### src/bdlc_pkg.sv
// bdlc_pkg: offsets, reset values, field positions and timing constants
// for the converter/regulator control register bank.
// assumes a 50 MHz core clock shared by every user of this package.
package bdlc_pkg;

  // register offsets on the serial register port
  localparam logic [7:0] BDLC_OFS_MODE = 8'h04;
  localparam logic [7:0] BDLC_OFS_CTRL2 = 8'h05;
  localparam logic [7:0] BDLC_OFS_CORE = 8'h06;
  localparam logic [7:0] BDLC_OFS_SLEW = 8'h07;
  localparam logic [7:0] BDLC_OFS_REGSEL = 8'h08;

  // reset values
  localparam logic [7:0] BDLC_RST_MODE = 8'hB1;
  localparam logic [7:0] BDLC_RST_CTRL2 = 8'h40;
  localparam logic [7:0] BDLC_RST_SLEW = 8'h06;
  localparam logic [4:0] BDLC_CORE_DEF_LOW = 5'h14;
  localparam logic [4:0] BDLC_CORE_DEF_HIGH = 5'h1E;
  // regulator defaults per {reg_default_pin_b, reg_default_pin_a}:
  // entry n is {b_select, a_select}, three bits each
  localparam logic [23:0] BDLC_REGSEL_DEFAULTS = 24'h6C970A;

  // field positions
  localparam int BDLC_MODE_LOW_RIPPLE = 3;
  localparam int BDLC_MODE_FPWM_SYSTEM = 2;
  localparam int BDLC_MODE_FPWM_CORE = 1;
  localparam int BDLC_MODE_FPWM_MEMORY = 0;
  localparam int BDLC_CTRL2_GO = 7;
  localparam int BDLC_CTRL2_ADJ = 6;
  localparam int BDLC_DIS_SYSTEM = 2;
  localparam int BDLC_DIS_CORE = 1;
  localparam int BDLC_DIS_MEMORY = 0;
  localparam int BDLC_REGSEL_B_LSB = 4;
  localparam int BDLC_REGSEL_A_LSB = 0;

  // ramp timing: one code is 25 mV, slowest rate 0.225 mV/us
  localparam int BDLC_CLK_PERIOD_NS = 20;
  localparam int BDLC_STEP_UV = 25000;
  localparam int BDLC_SLOW_RATE_UV_PER_US = 225;
  localparam int BDLC_SLOW_STEP_NS =
    (BDLC_STEP_UV * 1000) / BDLC_SLOW_RATE_UV_PER_US;
  localparam int BDLC_SLOW_STEP_CYCLES =
    BDLC_SLOW_STEP_NS / BDLC_CLK_PERIOD_NS;
  localparam int BDLC_CNT_W = 13;
  localparam logic [2:0] BDLC_SLEW_IMMEDIATE = 3'h7;

  typedef enum logic [0:0] {BDLC_IDLE, BDLC_RAMP} bdlc_seq_state_t;

  typedef struct packed {
    bdlc_seq_state_t st;
    logic [4:0] code;
    logic [BDLC_CNT_W-1:0] cnt;
  } bdlc_seq_t;

  typedef struct packed {
    logic [7:0] mode;
    logic go;
    logic adj;
    logic [2:0] dis;
    logic [4:0] core;
    logic [2:0] slew;
    logic [2:0] sel_b;
    logic [2:0] sel_a;
    logic init;
    logic [7:0] rdata;
    logic [2:0] dis_act;
  } bdlc_regs_t;

endpackage

### src/bdlc_ramp.sv
// bdlc_ramp: steps the internal core code toward the target code.
// assumes the target and slew stay stable while run is high.
`timescale 1ns/1ns
module bdlc_ramp
  import bdlc_pkg::*;
#(
  parameter int unsigned SLOW_STEP = BDLC_SLOW_STEP_CYCLES
) (
  input wire logic clock,
  input wire logic arst_n,
  input wire logic run,
  input wire logic [4:0] target,
  input wire logic [2:0] slew,
  input wire logic load,
  input wire logic [4:0] load_code,
  output logic [4:0] code,
  output logic done
);

  localparam logic [BDLC_CNT_W-1:0] SLOW_CNT = BDLC_CNT_W'(SLOW_STEP);

  bdlc_seq_t s_q;
  bdlc_seq_t s_d;
  logic [BDLC_CNT_W-1:0] period;

  // interval halves per slew step, so the rate doubles
  assign period = SLOW_CNT >> slew;
  assign code = s_q.code;
  // [RULE_06] done on code reached
  assign done = (s_q.st == BDLC_RAMP) && (s_q.code == target);

  always_comb begin
    s_d = s_q;
    unique case (s_q.st)
      BDLC_IDLE: begin
        if (run) begin
          s_d.st = BDLC_RAMP;
          s_d.cnt = period;
        end
      end
      BDLC_RAMP: begin
        if (!run || done) begin
          s_d.st = BDLC_IDLE;
        // [RULE_13] immediate code jump
        end else if (slew == BDLC_SLEW_IMMEDIATE) begin
          s_d.code = target;
        // [RULE_19] one code per interval
        end else if (s_q.cnt <= 13'h0001) begin
          s_d.cnt = period;
          if (s_q.code < target) begin
            s_d.code = s_q.code + 5'h01;
          end else begin
            s_d.code = s_q.code - 5'h01;
          end
        end else begin
          s_d.cnt = s_q.cnt - 13'h0001;
        end
      end
    endcase
    if (load) begin
      s_d.st = BDLC_IDLE;
      s_d.code = load_code;
    end
  end

  always_ff @(posedge clock or negedge arst_n) begin
    if (!arst_n) begin
      s_q <= '{st: BDLC_IDLE, code: BDLC_CORE_DEF_LOW, cnt: '0};
    end else begin
      s_q <= s_d;
    end
  end

endmodule

### src/bdlc_regs.sv
// bdlc_regs: control register bank for the step-down converters, the
// core-rail voltage change sequencer and the two auxiliary regulators.
// assumes a serial interface engine that presents one byte write per
// reg_wr pulse; reads are answered from reg_addr one cycle later.
//
// Behaviour
// [RULE_01] mode register at 04h, reset B1h, phase/ripple/forced PWM bits
// [RULE_02] bit 3 picks efficiency (0) or low-ripple (1) light-load mode
// [RULE_03] bits 2,1,0 force system, core, memory converters to PWM
// [RULE_04] control register 05h resets 40h; start clears on lockout/done
// [RULE_05] start bit ramps core to target code at selected slew rate
// [RULE_06] start clears once internal code reaches target, not regulation
// [RULE_07] adjust bit 0 uses register code, 1 uses default pin
// [RULE_08] adjust bit and core code restored on four reset events
// [RULE_09] bits 2..0 enable discharge of disabled system/core/memory rails
// [RULE_10] core code register 06h, 5 bits, default 14h or 1Eh by pin
// [RULE_11] codes step 25 mV from 0.8 V; all ones gives 1.575 V
// [RULE_12] slew register 07h, 3 bits, default 06h, reloaded on lockout
// [RULE_13] slew codes double rate from slowest; 111 applies immediately
// [RULE_14] regulator select register 08h; reserved bits 7 and 3 zero
// [RULE_15] lockout loads regulator selects from the two default pins
// [RULE_16] regulator b codes map 1.05 V up to 3.3 V
// [RULE_17] regulator a codes map 1 V up to 3.15 V
// [RULE_18] register-set core voltage ignores the default-pin divider
// [RULE_19] sequencer steps one code per slew-derived interval
// [RULE_20] host sets target and slew first, then polls start clear
`timescale 1ns/1ns
module bdlc_regs
  import bdlc_pkg::*;
#(
  parameter int unsigned SLOW_STEP_CYCLES = BDLC_SLOW_STEP_CYCLES
) (
  input wire logic clock,
  input wire logic arst_n,
  input wire logic reg_wr,
  input wire logic [7:0] reg_addr,
  input wire logic [7:0] reg_wdata,
  output logic [7:0] reg_rdata,
  input wire logic supply_lockout,
  input wire logic warm_reset_input_n,
  input wire logic power_on_reset_output,
  input wire logic backup_rail_low,
  input wire logic core_default_pin,
  input wire logic reg_default_pin_a,
  input wire logic reg_default_pin_b,
  input wire logic core_converter_en,
  input wire logic system_converter_en,
  input wire logic memory_converter_en,
  output logic [1:0] system_phase,
  output logic [1:0] memory_phase,
  output logic low_ripple,
  output logic force_fixed_freq_core,
  output logic force_fixed_freq_system,
  output logic force_fixed_freq_memory,
  output logic core_output_discharge,
  output logic system_output_discharge,
  output logic memory_output_discharge,
  output logic core_voltage_from_pin,
  output logic [4:0] core_rail_code,
  output logic dynamic_voltage_change_busy,
  output logic [2:0] reg_a_select,
  output logic [2:0] reg_b_select
);

  bdlc_regs_t r_q;
  bdlc_regs_t r_d;
  logic core_reset;
  logic [4:0] core_def;
  logic [5:0] sel_def;
  logic [4:0] ramp_code;
  logic ramp_done;
  logic ramp_load;

  // [RULE_08] any of four core reset events
  assign core_reset = supply_lockout || !warm_reset_input_n ||
                      power_on_reset_output || backup_rail_low;
  // [RULE_10] pin picks core default
  assign core_def = core_default_pin ? BDLC_CORE_DEF_HIGH : BDLC_CORE_DEF_LOW;
  // [RULE_15] defaults from the two pins
  assign sel_def = BDLC_REGSEL_DEFAULTS[
    {reg_default_pin_b, reg_default_pin_a} * 6 +: 6];
  // internal code follows the register default on every restore, so a
  // later start ramps from a known point
  assign ramp_load = core_reset || !r_q.init;

  bdlc_ramp #(
    .SLOW_STEP(SLOW_STEP_CYCLES)
  ) u_ramp (
    .clock(clock),
    .arst_n(arst_n),
    .run(r_q.go),
    .target(r_q.core),
    .slew(r_q.slew),
    .load(ramp_load),
    .load_code(core_def),
    .code(ramp_code),
    .done(ramp_done)
  );

  always_comb begin
    r_d = r_q;
    // [RULE_06] hardware clear on completion
    if (ramp_done) begin
      r_d.go = 1'b0;
    end
    if (reg_wr) begin
      unique case (reg_addr)
        // [RULE_01] mode register write
        BDLC_OFS_MODE: r_d.mode = reg_wdata;
        BDLC_OFS_CTRL2: begin
          // [RULE_05] start request, wins over done
          r_d.go = reg_wdata[BDLC_CTRL2_GO];
          r_d.adj = reg_wdata[BDLC_CTRL2_ADJ];
          r_d.dis = reg_wdata[2:0];
        end
        BDLC_OFS_CORE: begin
          r_d.core = reg_wdata[4:0];
          // [RULE_18] register takes over from pin
          r_d.adj = 1'b0;
        end
        // [RULE_12] three-bit slew select
        BDLC_OFS_SLEW: r_d.slew = reg_wdata[2:0];
        BDLC_OFS_REGSEL: begin
          // [RULE_14] reserved bits not stored
          r_d.sel_b = reg_wdata[BDLC_REGSEL_B_LSB +: 3];
          r_d.sel_a = reg_wdata[BDLC_REGSEL_A_LSB +: 3];
        end
        default: begin
        end
      endcase
    end
    // [RULE_08] restore adjust and core code
    if (core_reset || !r_q.init) begin
      r_d.adj = BDLC_RST_CTRL2[BDLC_CTRL2_ADJ];
      r_d.core = core_def;
    end
    if (supply_lockout || !r_q.init) begin
      r_d.mode = BDLC_RST_MODE;
      // [RULE_04] lockout clears start
      r_d.go = BDLC_RST_CTRL2[BDLC_CTRL2_GO];
      r_d.dis = BDLC_RST_CTRL2[2:0];
      // [RULE_12] slew reload on lockout
      r_d.slew = BDLC_RST_SLEW[2:0];
      // [RULE_15] pin-derived regulator defaults
      r_d.sel_b = sel_def[5:3];
      r_d.sel_a = sel_def[2:0];
    end
    r_d.init = 1'b1;
    // [RULE_09] discharge only while disabled
    r_d.dis_act[BDLC_DIS_SYSTEM] = r_q.dis[BDLC_DIS_SYSTEM] &&
                                   !system_converter_en;
    r_d.dis_act[BDLC_DIS_CORE] = r_q.dis[BDLC_DIS_CORE] &&
                                 !core_converter_en;
    r_d.dis_act[BDLC_DIS_MEMORY] = r_q.dis[BDLC_DIS_MEMORY] &&
                                   !memory_converter_en;
    unique case (reg_addr)
      BDLC_OFS_MODE: r_d.rdata = r_q.mode;
      BDLC_OFS_CTRL2: r_d.rdata = {r_q.go, r_q.adj, 3'h0, r_q.dis};
      // [RULE_10] upper bits read zero
      BDLC_OFS_CORE: r_d.rdata = {3'h0, r_q.core};
      BDLC_OFS_SLEW: r_d.rdata = {5'h00, r_q.slew};
      // [RULE_14] reserved bits read zero
      BDLC_OFS_REGSEL: r_d.rdata = {1'b0, r_q.sel_b, 1'b0, r_q.sel_a};
      default: r_d.rdata = 8'h00;
    endcase
  end

  // async reset gives constants only; pin defaults are taken on the
  // first edge after release through the init flag
  always_ff @(posedge clock or negedge arst_n) begin
    if (!arst_n) begin
      r_q <= '{mode: BDLC_RST_MODE,
               go: 1'b0,
               adj: 1'b1,
               dis: 3'h0,
               core: BDLC_CORE_DEF_LOW,
               slew: 3'h6,
               sel_b: 3'h0,
               sel_a: 3'h0,
               init: 1'b0,
               rdata: 8'h00,
               dis_act: 3'h0};
    end else begin
      r_q <= r_d;
    end
  end

  assign reg_rdata = r_q.rdata;
  assign system_phase = r_q.mode[7:6];
  assign memory_phase = r_q.mode[5:4];
  // [RULE_02] shared light-load mode
  assign low_ripple = r_q.mode[BDLC_MODE_LOW_RIPPLE];
  // [RULE_03] per-converter forced PWM
  assign force_fixed_freq_system = r_q.mode[BDLC_MODE_FPWM_SYSTEM];
  assign force_fixed_freq_core = r_q.mode[BDLC_MODE_FPWM_CORE];
  assign force_fixed_freq_memory = r_q.mode[BDLC_MODE_FPWM_MEMORY];
  assign system_output_discharge = r_q.dis_act[BDLC_DIS_SYSTEM];
  assign core_output_discharge = r_q.dis_act[BDLC_DIS_CORE];
  assign memory_output_discharge = r_q.dis_act[BDLC_DIS_MEMORY];
  // [RULE_07] voltage source select
  assign core_voltage_from_pin = r_q.adj;
  // [RULE_11] code drives the analog dac; 0.8 V + 25 mV per step
  assign core_rail_code = ramp_code;
  assign dynamic_voltage_change_busy = r_q.go;
  // [RULE_16] b select to analog table
  assign reg_b_select = r_q.sel_b;
  // [RULE_17] a select to analog table
  assign reg_a_select = r_q.sel_a;

endmodule

### config.mk
export PLATFORM = sky130hd
export DESIGN_NAME = bdlc_regs
export DESIGN_NICKNAME = d
export VERILOG_FILES = /design/src/bdlc_pkg.sv /design/src/bdlc_ramp.sv /design/src/bdlc_regs.sv
export SDC_FILE = /design/constraint.sdc
export NUM_CORES = 1
export LEC_CHECK = 0
export BUFFER_PORTS_ARGS = -buffer_cell sky130_fd_sc_hd__buf_4
export CAP_MARGIN = 20
export CORE_ASPECT_RATIO = 0.8
export CORE_MARGIN = 8
export CORE_UTILIZATION = 60
export CTS_BUF_LIST = sky130_fd_sc_hd__clkbuf_8
export DETAILED_ROUTE_END_ITERATION = 10
export PLACE_DENSITY = 0.84
export SLEW_MARGIN = 40
export SYNTH_ARGS = -nofsm -noshare
export SYNTH_HDL_FRONTEND = slang
export SYNTH_SLANG_ARGS = --single-unit
### constraint.sdc
create_clock -name clock -period 3.9 [get_ports clock]
set_clock_uncertainty 0.05 [all_clocks]
set_input_delay 0.195 -clock clock [delete_from_list [all_inputs] [get_ports clock]]
set_output_delay 0.195 -clock clock [all_outputs]
set_load 0.005 [all_outputs]
==> run_results.csv <==
group,metric,value,unit
run_status,status,"complete, no violations",
grt,grt_pass1_wl,14400,um
drt,avgViaCountPerCell,5.83,
drt,post_drt_wl_per_cell,17.5,um
floorplan,ioPinCount,61,
drt,drc,0,
critical_path,worst_ep_required_time,4.11,ns
power,total_power,1330,uW
layout,num-fill-cells,442,
floorplan,die_y,85.2,um
sta,whs,0.0170,ns
critical_path,r2r_slack,1.10,ns
drt,drt_iter0_drc,185,
critical_path,cp-end-kind,"flop",
synthesis,synthTopCellsByArea,"dfrtp_1 33%, mux2i_1 8.1%, dfstp_2 8.0%, ha_1 5.9%, buf_4 5.0%",
clock_network,cts_resized,0,
place,hpwl,6220,um
sta,period_needed,2.80,ns
critical_path,arrival,3.01,ns
sta,max_slew_margin,0.477,
layout,layout_common_cells,"60 x buf_4, 47 x dfrtp_1, 36 x nand2_1, 29 x mux2i_1, 27 x a21oi_1",
synthesis,yosys_warnings,0,
synthesis,ys_ff_latch,58,
power,powerDensity,320,nW/um^2
critical_path,cp_max_fo,5,
floorplan,initial_core_util,0.615,
worst_hold_path,hold_class,"in2reg",
grt,gr-total-overflow,0,
layout,nNetsFinal,459,
sta,fin_crit_sh,0.717,
synthesis,netlist-cell-type-count,63,
layout,final_common_cell,"buf_4",
synthesis,synth-edff-count,0,
synthesis,yosysSeqAreaShare,0.408,
floorplan,die-area,8740,sq um
drt,totalWireLength,8730,um
power,p_leak,0.00209,uW
synthesis,synth_nets,422,
run,drv_cap,0,
sta,drv_slew,0,
clock_network,clk_pin_slew,0.07,ns
clock_network,htreeDepth,3,
critical_path,startpoint_type,"flop",
floorplan,fp.coreArea,5850,sq um
sta,setup_tns,0,ns
synthesis,synth_top_area_cell,"dfrtp_1",
clock_network,clkSinkCount,58,
clock_network,insertion_delay,0.36,ns
grt,grt_pass1_vias,2969,
synthesis,ys.flop_type,"dfrtp_1",
power,peakVddDrop,0.282,mV
floorplan,rows,25,
grt,gr-usage-all-layers,0.211,
sta,rsz0062_at_grt,"false",
clock_network,cts.root.buffer_cell,"clkbuf_8",
floorplan,dieWidth,103,um
synthesis,netlist_instances,375,
synthesis,synthDominantCellAreaShare,0.327,
synthesis,async_reset_ff_frac,1.00,
sta,setup_viol_count_final,0,
drt,dr.pass1.iters,5,
drt,vias,2904,
clock_network,cts_tree,"done",
layout,area_growth,15.6,%
grt,grt_antenna_before_repair,0,
layout,n_antenna_cell,0,
place,globalplace.congestion,0.892,
place,io_buffers,60,
grt,grt_max_degree,59,
synthesis,synth.avg_cell_area,9.59,sq um
sta,max_freq,358,MHz
drt,drtAntennaViolNets,0,
clock_network,cts_buffer_depth,2,
critical_path,worstSetupPathType,"reg2reg",
layout,drive_gt1_frac,0.259,
sta,tightestPinTransition,0.782,ns
clock_network,cts_made_buffers,9,
sta,final-hold-violation-count,0,
synthesis,synth.cell_area,3590,sq um
==> metal layers <==
metal,part of all wire,global-route usage,up-vias
met4,0.011,0.0851,0
met2,0.49,0.340,90
li1,-,-,1391
met3,0.068,0.0605,10
met5,0,0,-
met1,0.43,0.257,1413
==> synth_stat cells (5+ instances only) <==
master    instances
a21oi_1          27
a31oi_1           5
buf_4            24
clkbuf_1          9
dfrtp_1          47
dfstp_2          11
ha_1             17
inv_1            18
mux2i_1          29
nand2_1          36
nand3_1          12
nor2_1           23
nor2b_1           6
nor3_1            5
o21ai_0          26
o21ai_1           5
==> cell type report <==
class,instances,area [sq um],area share
clock buffers,9,124,0.0298
clock inverters,7,70.1,0.0169
inverters,19,71.3,0.0172
multi-input cells,260,1830,0.441
flip-flops and latches,58,1470,0.353
well taps,81,101,0.0244
repair buffers,64,490,0.118
==> power breakdown <==
group / switching (uW) / total, uW / leakage (uW) / internal, uW
sequential: 10.6 / 622 / 0.000748 / 611
clock: 265 / 558 / 0.0000990 / 293
combinational: 81.0 / 148 / 0.00124 / 67.4
total: 357 / 1330 / 0.00209 / 972
==> cells by family (layout without fill, tap and decap cells) <==
family,Yosys count,count (layout),share of synthesized area
buffers and inverters,57,99,0.0856
other,1,1,0.00104
AND/OR/NAND/NOR,111,111,0.174
adder cells (fa/ha/maj),18,18,0.0647
XOR/XNOR,4,4,0.00975
flip-flops,58,58,0.408
AO/OA/AOI/OAI,96,96,0.174
multiplexers,30,30,0.0839
==> final timing paths <==
check	from	end	cells past startpoint
worst max-delay path	r_q[25]$_DFFE_PN1P_	u_ramp.code[3]$_DFFE_PN0P_	10
worst min-delay path	reg_default_pin_b	reg_a_select[0]$_DFFE_PN0P_	3
worst max register to register	r_q[25]$_DFFE_PN1P_	u_ramp.code[3]$_DFFE_PN0P_	10
worst min register to register	reg_a_select[0]$_DFFE_PN0P_	reg_rdata[0]$_DFF_PN0_	2
max in group asynchronous	arst_n	u_ramp.code[3]$_DFFE_PN0P_	2
min in group asynchronous	arst_n	r_q[11]$_DFF_PN0_	2
==> worst max-delay path: stages (launching register included) <==
cell,delay [ns]
dfstp_2,0.56
inv_1,0.05
ha_1,0.28
nand3_1,0.09
o21ai_0,0.56
ha_1,0.36
a21o_1,0.15
a21oi_1,0.19
xnor2_1,0.14
nand2_1,0.06
a211oi_1,0.21
==> stage by stage <==
stage	setup slack (ns)	cells	utilization	area (sq um)
6_report	1.10	498	0.710	4150
5_1_grt	0.809	498	0.710	4150
4_1_cts	1.08	498	0.709	4150
3_5_place_dp	1.10	478	0.669	3910
3_3_place_gp	1.21	478	0.668	3910
2_1_floorplan	1.35	375	-	3590
==> state kept, by name, summed over array words and instances (netlist names), 2 cells and up <==
register,flops
u_ramp.s_q,14
r_q,12
reg_rdata,8
u_ramp.code,5
reg_a_select,3
reg_b_select,3
memory_phase,2
system_phase,2
==> timing repair <==
item | 4_1_cts | 5_1_grt
endpoints found under the hold margin | 50 | 0
hold buffers | 4 | 0
setup buffers | 0 | 0
Power figures use the tool's default switching activity.
